===== config.mk =====
export PLATFORM = sky130hd
export DESIGN_NAME = joy_ctrl
export DESIGN_NICKNAME = d
export VERILOG_FILES = /design/src/rtl/joy_ctrl_pkg.sv /design/src/rtl/joy_ctrl.sv
export SDC_FILE = /design/constraint.sdc
export NUM_CORES = 1
export LEC_CHECK = 0
export BUFFER_PORTS_ARGS = -buffer_cell sky130_fd_sc_hd__buf_2
export CORE_MARGIN = 2
export CORE_UTILIZATION = 50
export DETAILED_ROUTE_END_ITERATION = 7
export PLACE_DENSITY = 0.78
export SETUP_SLACK_MARGIN = 0.1
export SLEW_MARGIN = 20
export SYNTH_ARGS = -nofsm -noshare
export SYNTH_HDL_FRONTEND = slang
export SYNTH_SLANG_ARGS = --single-unit

===== constraint.sdc =====
create_clock -name CLK_SYS -period 3.75 [get_ports CLK_SYS]
set_input_delay 0.1875 -clock CLK_SYS [delete_from_list [all_inputs] [get_ports CLK_SYS]]
set_output_delay 0.1875 -clock CLK_SYS [all_outputs]
set_load 0.005 [all_outputs]

===== src/rtl/joy_ctrl_pkg.sv =====
package joy_ctrl_pkg;
	// ==========================================================
	// host address decode
	localparam int          JOY_DEC_BITS   = 10;
	localparam int          CTRL_DEC_BITS  = 12;
	localparam int          ADDR_W         = 16;
	localparam logic [2:0]  JOY_ALIAS_LAST = 3'h5;
	localparam logic [2:0]  JOY_RSVD_OFS   = 3'h6;
	localparam logic [2:0]  CTRL_REG_OFS   = 3'h0;
	// ==========================================================
	// control register fields
	localparam int          F_RATE_LO      = 0;
	localparam int          F_MIX_PD       = 2;
	localparam int          F_PROC_IDLE    = 3;
	localparam int          F_CONV_PD      = 4;
	localparam int          F_CSW_IRQ      = 5;
	localparam int          F_PM_LO        = 6;
	localparam logic [7:0]  CTRL_RESET     = 8'h00;
	localparam logic [7:0]  RSVD_READ      = 8'hFF;
	// ==========================================================
	// legacy power modes
	localparam logic [1:0]  PM_ACTIVE      = 2'h0;
	localparam logic [1:0]  PM_CONV_OFF    = 2'h1;
	localparam logic [1:0]  PM_FULL_OFF    = 2'h2;
	localparam logic [1:0]  PM_AUDIO_OFF   = 2'h3;
	// ==========================================================
	// axis timer: counter width sets the base threshold; buttons idle high
	localparam int          CNT_W          = 16;
	localparam logic [3:0]  BTN_IDLE       = 4'hF;
endpackage


===== src/rtl/joy_ctrl.sv =====
`timescale 1ns/1ns
module joy_ctrl
	import joy_ctrl_pkg::*;
#(
	parameter int CNT_WIDTH = CNT_W
) (
	input  wire logic                 CLK_SYS,
	input  wire logic                 NRST,
	input  wire logic [ADDR_W-1:0]    SA,
	input  wire logic                 IOR,
	input  wire logic                 IOW,
	input  wire logic [7:0]           SD_IN,
	output logic      [7:0]           SD_OUT,
	output logic                      SD_OE,
	input  wire logic [ADDR_W-1:0]    JOY_PORT_BASE,
	input  wire logic [ADDR_W-1:0]    CONTROL_GROUP_BASE,
	input  wire logic [3:0]           AXIS_POSITION_IN,
	input  wire logic [3:0]           BUTTON_IN,
	output logic                      AXIS_DISCHARGE,
	input  wire logic                 LINKED_IF_WRITE,
	input  wire logic                 CONTEXT_SWITCH,
	output logic                      CONTROL_IRQ,
	output logic                      MIXER_POWERDOWN,
	output logic                      MIXER_REG_RESET,
	output logic                      MIXER_VOLUME_FREEZE,
	output logic                      CONVERTER_POWERDOWN,
	output logic                      PROCESSOR_IDLE,
	output logic                      LINKED_IF_POWERDOWN,
	output logic                      CHIP_LOGIC_RESET
);

	// ==========================================================
	// state
	typedef struct packed {
		logic [3:0] pos_s1;
		logic [3:0] pos_s2;
		logic [3:0] btn_s1;
		logic [3:0] btn_s2;
		logic [3:0] axis_timer;
		logic       charging;
		logic [CNT_WIDTH-1:0] chg_cnt;
		logic [7:0] ctrl;
		logic       linked_asleep;
		logic       irq;
		logic [7:0] rdata;
		logic       oe;
		logic       iow_d;
		logic       ior_d;
	} state_t;

	state_t cur;
	state_t next_cur;

	// ==========================================================
	// decode helpers
	function automatic logic hit(input logic [ADDR_W-1:0] a, input logic [ADDR_W-1:0] base,
		input int bits);
		logic [ADDR_W-1:0] diff;
		logic              ok;
		diff = a - base;
		ok   = (a >= base) && (diff < 16'h0008);
		// upper bits beyond the decode width must be zero
		for (int i = 0; i < ADDR_W; i++) begin
			if (i >= bits && a[i])
				ok = 1'b0;
		end
		return ok;
	endfunction

	function automatic logic [2:0] ofs(input logic [ADDR_W-1:0] a, input logic [ADDR_W-1:0] b);
		logic [ADDR_W-1:0] d;
		d = a - b;
		return d[2:0];
	endfunction

	// sensing window: rate 00 slowest means the longest threshold
	function automatic logic [CNT_WIDTH-1:0] threshold(input logic [1:0] rate);
		logic [CNT_WIDTH-1:0] t;
		t = '0;
		t[CNT_WIDTH-1-rate] = 1'b1;
		return t;
	endfunction

	logic       joy_hit;
	logic       ctrl_hit;
	logic [2:0] joy_ofs;
	logic [2:0] ctrl_ofs;
	logic       wr_edge;
	logic       rd_edge;
	logic [1:0] pm;

	assign joy_hit  = hit(SA, JOY_PORT_BASE, JOY_DEC_BITS);
	assign ctrl_hit = hit(SA, CONTROL_GROUP_BASE, CTRL_DEC_BITS);
	assign joy_ofs  = ofs(SA, JOY_PORT_BASE);
	assign ctrl_ofs = ofs(SA, CONTROL_GROUP_BASE);
	assign wr_edge  = IOW && !cur.iow_d;
	assign rd_edge  = IOR && !cur.ior_d;
	assign pm       = cur.ctrl[F_PM_LO +: 2];

	// ==========================================================
	// next state
	always_comb begin
		next_cur        = cur;
		next_cur.iow_d  = IOW;
		next_cur.ior_d  = IOR;
		next_cur.pos_s1 = AXIS_POSITION_IN;
		next_cur.pos_s2 = cur.pos_s1;
		next_cur.btn_s1 = BUTTON_IN;
		next_cur.btn_s2 = cur.btn_s1;

		// timers end as each axis comparator trips, or at the rate window
		if (cur.charging) begin
			next_cur.chg_cnt    = cur.chg_cnt + 1'b1;
			next_cur.axis_timer = cur.axis_timer & ~cur.pos_s2;
			if (cur.chg_cnt == threshold(cur.ctrl[F_RATE_LO +: 2])) begin
				next_cur.charging   = 1'b0;
				next_cur.axis_timer = 4'h0;
			end
		end

		// mode 10 blocks this register; only the control register stays alive
		if (pm != PM_FULL_OFF && wr_edge && joy_hit && joy_ofs <= JOY_ALIAS_LAST) begin
			next_cur.axis_timer = 4'hF;
			next_cur.charging   = 1'b1;
			next_cur.chg_cnt    = '0;
		end
		if (wr_edge && ctrl_hit && ctrl_ofs == CTRL_REG_OFS) begin
			next_cur.ctrl = SD_IN;
			if (SD_IN[F_PROC_IDLE] || SD_IN[F_PM_LO +: 2] != PM_ACTIVE)
				next_cur.linked_asleep = 1'b1;
			else
				next_cur.linked_asleep = 1'b0;
		end else if (LINKED_IF_WRITE) begin
			next_cur.linked_asleep = 1'b0;
		end

		// cleared by disabling the enable or by mode 10, which wins over a set
		if (CONTEXT_SWITCH && cur.ctrl[F_CSW_IRQ])
			next_cur.irq = 1'b1;
		else if (!cur.ctrl[F_CSW_IRQ])
			next_cur.irq = 1'b0;

		next_cur.oe = 1'b0;
		if (rd_edge && ctrl_hit && ctrl_ofs == CTRL_REG_OFS) begin
			next_cur.oe    = 1'b1;
			next_cur.rdata = cur.ctrl;
		end else if (rd_edge && joy_hit && pm != PM_FULL_OFF) begin
			next_cur.oe = 1'b1;
			if (joy_ofs <= JOY_ALIAS_LAST)
				next_cur.rdata = {cur.btn_s2, cur.axis_timer};
			else
				next_cur.rdata = RSVD_READ;
		end else if (!IOR) begin
			next_cur.oe = 1'b0;
		end else begin
			next_cur.oe = cur.oe;
		end

		if (pm == PM_FULL_OFF) begin
			next_cur.axis_timer = 4'h0;
			next_cur.charging   = 1'b0;
			next_cur.irq        = 1'b0;
		end
	end

	always_ff @(posedge CLK_SYS) begin
		if (!NRST) begin
			cur        <= '0;
			cur.btn_s1 <= BTN_IDLE;
			cur.btn_s2 <= BTN_IDLE;
			cur.ctrl   <= CTRL_RESET;
		end else begin
			cur <= next_cur;
		end
	end

	// ==========================================================
	// outputs
	assign SD_OUT              = cur.rdata;
	assign SD_OE               = cur.oe;
	assign AXIS_DISCHARGE      = !cur.charging;
	assign CONTROL_IRQ         = cur.irq;
	// mode 01 overrides the mixer and converter bits
	assign MIXER_POWERDOWN     = (pm == PM_CONV_OFF) ? 1'b0 :
		(cur.ctrl[F_MIX_PD] || pm == PM_AUDIO_OFF);
	assign MIXER_REG_RESET     = (pm != PM_CONV_OFF) && cur.ctrl[F_MIX_PD];
	assign MIXER_VOLUME_FREEZE = (pm == PM_CONV_OFF);
	assign CONVERTER_POWERDOWN = (pm == PM_CONV_OFF) || (pm == PM_AUDIO_OFF) ||
		cur.ctrl[F_CONV_PD];
	assign PROCESSOR_IDLE      = cur.linked_asleep;
	assign LINKED_IF_POWERDOWN = cur.linked_asleep;
	assign CHIP_LOGIC_RESET    = (pm == PM_FULL_OFF);

	// ==========================================================
	// checks
	chk_write_starts: assert property (@(posedge CLK_SYS) disable iff (!NRST)
		(wr_edge && joy_hit && joy_ofs <= JOY_ALIAS_LAST && pm != PM_FULL_OFF)
		|=> (cur.axis_timer == 4'hF && cur.charging))
		else $error("write did not start all timers");
	chk_read_layout: assert property (@(posedge CLK_SYS) disable iff (!NRST)
		(rd_edge && joy_hit && !ctrl_hit && joy_ofs <= JOY_ALIAS_LAST && pm != PM_FULL_OFF)
		|=> (SD_OE && SD_OUT == {$past(cur.btn_s2), $past(cur.axis_timer)}))
		else $error("position read layout wrong");
	chk_high_decode: assert property (@(posedge CLK_SYS) disable iff (!NRST)
		(|SA[ADDR_W-1:JOY_DEC_BITS]) |-> !joy_hit)
		else $error("joystick decoded with upper bits set");
	chk_ctrl_decode: assert property (@(posedge CLK_SYS) disable iff (!NRST)
		(|SA[ADDR_W-1:CTRL_DEC_BITS]) |-> !ctrl_hit)
		else $error("control decoded with upper bits set");
	chk_timer_ends: assert property (@(posedge CLK_SYS) disable iff (!NRST)
		(cur.charging && cur.chg_cnt == threshold(cur.ctrl[F_RATE_LO +: 2]) && !wr_edge)
		|=> (cur.axis_timer == 4'h0))
		else $error("timer outlived its window");
	chk_ctrl_readback: assert property (@(posedge CLK_SYS) disable iff (!NRST)
		(wr_edge && ctrl_hit && ctrl_ofs == CTRL_REG_OFS) |=> (cur.ctrl == $past(SD_IN)))
		else $error("control readback mismatch");
	chk_irq_gate: assert property (@(posedge CLK_SYS) disable iff (!NRST)
		!cur.ctrl[F_CSW_IRQ] |=> !CONTROL_IRQ)
		else $error("interrupt raised while disabled");
	chk_mode_one: assert property (@(posedge CLK_SYS) disable iff (!NRST)
		(pm == PM_CONV_OFF) |-> (CONVERTER_POWERDOWN && !MIXER_POWERDOWN && MIXER_VOLUME_FREEZE))
		else $error("mode 01 outputs wrong");
	chk_mode_three: assert property (@(posedge CLK_SYS) disable iff (!NRST)
		(pm == PM_AUDIO_OFF) |-> (CONVERTER_POWERDOWN && MIXER_POWERDOWN))
		else $error("mode 11 outputs wrong");
	chk_linked_wake: assert property (@(posedge CLK_SYS) disable iff (!NRST)
		(LINKED_IF_WRITE && !(wr_edge && ctrl_hit && ctrl_ofs == CTRL_REG_OFS))
		|=> !LINKED_IF_POWERDOWN)
		else $error("linked interfaces did not wake");

	// ==========================================================
	// decode and read-back checks
	chk_alias_write: assert property (@(posedge CLK_SYS) disable iff (!NRST)
		(wr_edge && joy_hit && joy_ofs > JOY_ALIAS_LAST && !cur.charging)
		|=> !cur.charging)
		else $error("upper joystick offset started timers");
	chk_top_read: assert property (@(posedge CLK_SYS) disable iff (!NRST)
		(rd_edge && joy_hit && !ctrl_hit && joy_ofs > JOY_ALIAS_LAST && pm != PM_FULL_OFF)
		|=> (SD_OE && SD_OUT == RSVD_READ))
		else $error("upper joystick offset read wrong");
	chk_oe_release: assert property (@(posedge CLK_SYS) disable iff (!NRST)
		!IOR |=> !SD_OE)
		else $error("data still driven after read strobe fell");
	chk_oe_hold: assert property (@(posedge CLK_SYS) disable iff (!NRST)
		(IOR && SD_OE) |=> SD_OE)
		else $error("data dropped while read strobe high");
	chk_ctrl_other: assert property (@(posedge CLK_SYS) disable iff (!NRST)
		(wr_edge && ctrl_hit && ctrl_ofs != CTRL_REG_OFS) |=> (cur.ctrl == $past(cur.ctrl)))
		else $error("control byte changed by another offset");
	chk_ctrl_read: assert property (@(posedge CLK_SYS) disable iff (!NRST)
		(rd_edge && ctrl_hit && ctrl_ofs == CTRL_REG_OFS)
		|=> (SD_OE && SD_OUT == $past(cur.ctrl)))
		else $error("control read did not return written byte");

	// ==========================================================
	// axis timer checks
	chk_idle_clear: assert property (@(posedge CLK_SYS) disable iff (!NRST)
		AXIS_DISCHARGE |-> (cur.axis_timer == 4'h0))
		else $error("timer bit high while discharged");
	chk_axis_fall: assert property (@(posedge CLK_SYS) disable iff (!NRST)
		(cur.charging && !wr_edge)
		|=> ((cur.axis_timer & $past(cur.pos_s2)) == 4'h0))
		else $error("axis bit outlived its comparator");
	chk_no_rise: assert property (@(posedge CLK_SYS) disable iff (!NRST)
		(cur.charging && !wr_edge)
		|=> ((cur.axis_timer & ~$past(cur.axis_timer)) == 4'h0))
		else $error("axis bit rose without a write");
	chk_no_start: assert property (@(posedge CLK_SYS) disable iff (!NRST)
		(!wr_edge && !cur.charging) |=> !cur.charging)
		else $error("timers started without a write");

	// ==========================================================
	// power and interrupt checks
	chk_irq_set: assert property (@(posedge CLK_SYS) disable iff (!NRST)
		(CONTEXT_SWITCH && cur.ctrl[F_CSW_IRQ] && pm != PM_FULL_OFF) |=> CONTROL_IRQ)
		else $error("context switch did not interrupt");
	chk_off_quiet: assert property (@(posedge CLK_SYS) disable iff (!NRST)
		(pm == PM_FULL_OFF) |=> (!CONTROL_IRQ && AXIS_DISCHARGE))
		else $error("activity during full power down");
	chk_off_reset: assert property (@(posedge CLK_SYS) disable iff (!NRST)
		(pm == PM_FULL_OFF) |-> CHIP_LOGIC_RESET)
		else $error("logic reset missing in full power down");
	chk_off_joy: assert property (@(posedge CLK_SYS) disable iff (!NRST)
		(pm == PM_FULL_OFF && rd_edge && joy_hit && !ctrl_hit) |=> !SD_OE)
		else $error("joystick answered in full power down");
	chk_conv_bit: assert property (@(posedge CLK_SYS) disable iff (!NRST)
		cur.ctrl[F_CONV_PD] |-> CONVERTER_POWERDOWN)
		else $error("converter bit ignored");
	chk_mix_bit: assert property (@(posedge CLK_SYS) disable iff (!NRST)
		(cur.ctrl[F_MIX_PD] && pm != PM_CONV_OFF) |-> (MIXER_POWERDOWN && MIXER_REG_RESET))
		else $error("mixer bit ignored");
	chk_proc_sleep: assert property (@(posedge CLK_SYS) disable iff (!NRST)
		(wr_edge && ctrl_hit && ctrl_ofs == CTRL_REG_OFS && SD_IN[F_PROC_IDLE])
		|=> PROCESSOR_IDLE)
		else $error("processor bit did not idle");
	chk_mode_zero: assert property (@(posedge CLK_SYS) disable iff (!NRST)
		(pm == PM_ACTIVE && !cur.ctrl[F_CONV_PD])
		|-> (!CONVERTER_POWERDOWN && !MIXER_VOLUME_FREEZE && !CHIP_LOGIC_RESET))
		else $error("mode 00 not fully active");
	chk_mode_three_sleep: assert property (@(posedge CLK_SYS) disable iff (!NRST)
		(wr_edge && ctrl_hit && ctrl_ofs == CTRL_REG_OFS && SD_IN[F_PM_LO +: 2] == PM_AUDIO_OFF)
		|=> LINKED_IF_POWERDOWN)
		else $error("mode 11 left linked interfaces up");
endmodule


==> flow_summary.toml <==
[synth]
ys_warn_count = 0
netlist_instances = 590
synth-edff-count = 0
ys_async_sr_fraction = 0
synth_cell_types = 74
yosysSeqAreaShare = 0.2522
synth_flop_cell = "dfxtp_1"
syn_nets = 695
avgSynthCellArea_um2 = 7.804
synth_area_um2 = 4604
ys_top_cells_by_area = "dfxtp_1 (25%), ha_1 (9.2%), inv_1 (5.0%)"
synth_top_cell_area_share = 0.2522
yosys.area.top_type = "dfxtp_1"
synth-seq-cells = 58

[cts]
clockBufferDepth = 2
cts_max_level = 3
post_cts_buffers = 0
cts_resized = 0
cts_tree = "yes"
clock_sinks = 58
hold_buffers = 0
insertion_delay_ns = 0.33
clock-root-buffer = "clkbuf_8"
numCtsBuffers = 9
clk_pin_slew_worst_paths_ns = 0.07

[timing]
drv_slew = 0
tightest_slew_ns = 1.000
layout_min_cycle_time_ns = 3.178
relSlewSlack = 0.3281
fin_worst_skew_ns = 0.008066
rsz0062_at_grt = "false"
setup_tns_ns = 0
fmax_mhz = 314.6
fin_crit_sh = 0.8475
hold_viol_final = 0
finalSetupViolCount = 0

[pwr]
power_density_nw_per_um2 = 316.8
total_power_w = 0.001654
leakage_nw = 2.289
peakVddDrop_mv = 0.2918

[drt]
detail_route.vias_per_cell = 5.752
wl_per_cell_um = 15.10
drtIter0Drc = 136
dr.pass1.iters = 4
vias = 4446
drcViolationCount = 0
drt_wl_total_um = 11670
antenna_left = 0

[global_routing]
grt_pass1_wl_um = 19260
grt_max_degree = 31
first_global_vias = 4103
track_usage = 0.2360
grt_overflow_total = 0
antenna_found_initial = 0

[die]
rows = 35
die_w_um = 99.96
start_util = 0.5079
die_h_um = 99.96
pin_count = 88
core_um2 = 9065
dieArea_um2 = 9992

[critical_path]
rr_worst_depth = 9
crit_path_start_kind = "input port"
worstPathMaxFanout = 8
crit_path_end_kind = "flip-flop"
required_ns = 3.95
critPathKind = "in -> reg"
arrival_ns = 3.38

[finish]
final_common_cell = "buf_2"
nNetsFinal = 762
layout-drive-gt1-share = 0.1964
n_antenna_cell = 0
seqCellArea_um2 = 1161
multi_input_area_um2 = 3020
areaGrowthSynthToFinish_pct = 13.40
layout_common_cells = "buf_2 (87), inv_1 (61), dfxtp_1 (58)"
fillers = 823

[status]
status = "finished, final reports clean"

[placement]
dp_hpwl_um = 9237
io_buffers = 87
gp_congestion = 0.9747

[flow_run]
cap_violations = 0

[hold_path]
hold_path_class = "in -> reg"
holdPathStages = 2
-- per-stage QoR --
step                  util  setup slack (ns)  instance area (um2)  instances  hold WS [ns]
CTS                 0.5760            0.6039                 5221        773       0.02093
global placement    0.5524            0.4275                 5007        757        0.3673
finish              0.5760            0.5718                 5221        773       0.03473
floorplan                -            0.5383                 4604        590        0.2890
detailed placement  0.5524            0.2771                 5007        757        0.3735
global route        0.5760            0.3813                 5221        773       0.02736
-- flip-flops by register name, summed over array words and instances (netlist names) --
signal,cells
CONTROL_IRQ,1
LINKED_IF_POWERDOWN,1
SD_OE,1
SD_OUT,8
cur,47
-- cells by family after synthesis --
kind of cell	count (synthesis)	share of synthesized area
compound gates	181	0.2715
mux	5	0.01114
buf+inv	95	0.09185
fa+ha+maj	35	0.09674
xor+xnor	26	0.04946
simple gates	190	0.2272
flops	58	0.2522
-- power by group --
group / internal (W) / switching [W]
Combinational: 0.000173 / 0.000258
Clock: 0.000360 / 0.000237
Sequential: 0.000625 / 0.00000178
Total: 0.00116 / 0.000497
-- worst paths after layout --
| check | from | end | slack [ns] |
|---|---|---|---|
| worst max-delay path | SA[1] | SD_OUT[4] | 0.57 |
| worst min-delay path | BUTTON_IN[2] | cur[48] | 0.03 |
| worst max register to register | cur[20] | cur[34] | 0.80 |
| worst min register to register | cur[46] | cur[42] | 0.41 |
-- cells in the mapped netlist, types with 8 or more instances --
| cell | instances |
|---|---|
| a211oi_1 | 10 |
| nand2b_1 | 18 |
| o32ai_1 | 9 |
| nand4_1 | 8 |
| nor2_2 | 10 |
| buf_4 | 11 |
| xor2_1 | 15 |
| and2_1 | 13 |
| nand3_1 | 13 |
| o21a_1 | 23 |
| o21ai_0 | 35 |
| nor3_1 | 25 |
| clkbuf_1 | 16 |
| a31oi_1 | 10 |
| ha_1 | 34 |
| xnor2_1 | 11 |
| nand2_1 | 36 |
| a21oi_1 | 40 |
| dfxtp_1 | 58 |
| nor2_1 | 31 |
| inv_1 | 61 |
-- routing by layer --
| metal | up-vias | share of wire | routed length (um) | track usage |
|---|---|---|---|---|
| met3 | 22 | 0.056 | 650 | 0.03343 |
| met1 | 2003 | 0.46 | 5374 | 0.3116 |
| met2 | 162 | 0.46 | 5377 | 0.3940 |
| met5 | - | 0 | 0 | 0 |
| li1 | 2259 | - | - | - |
| met4 | 0 | 0.023 | 268 | 0.08641 |
-- layout make-up --
type	count	area share
clock buffer	12	0.03163
clock inverter	4	0.009346
sequential	58	0.2224
tap	111	0.02660
timing repair buffer	90	0.08771
multi-input combinational	437	0.5785
inverter	61	0.04385
-- critical path, stage by stage --
cell       delay (ns)
buf_2            0.12
ha_1             0.34
nor2b_1          0.17
o211ai_1         0.54
nand3_1          0.15
a2111oi_0        0.53
o2111ai_1        0.16
or4_1            0.49
o21ai_1          0.50
o32ai_1          0.18
No activity file was read; power rests on OpenSTA's default activity.
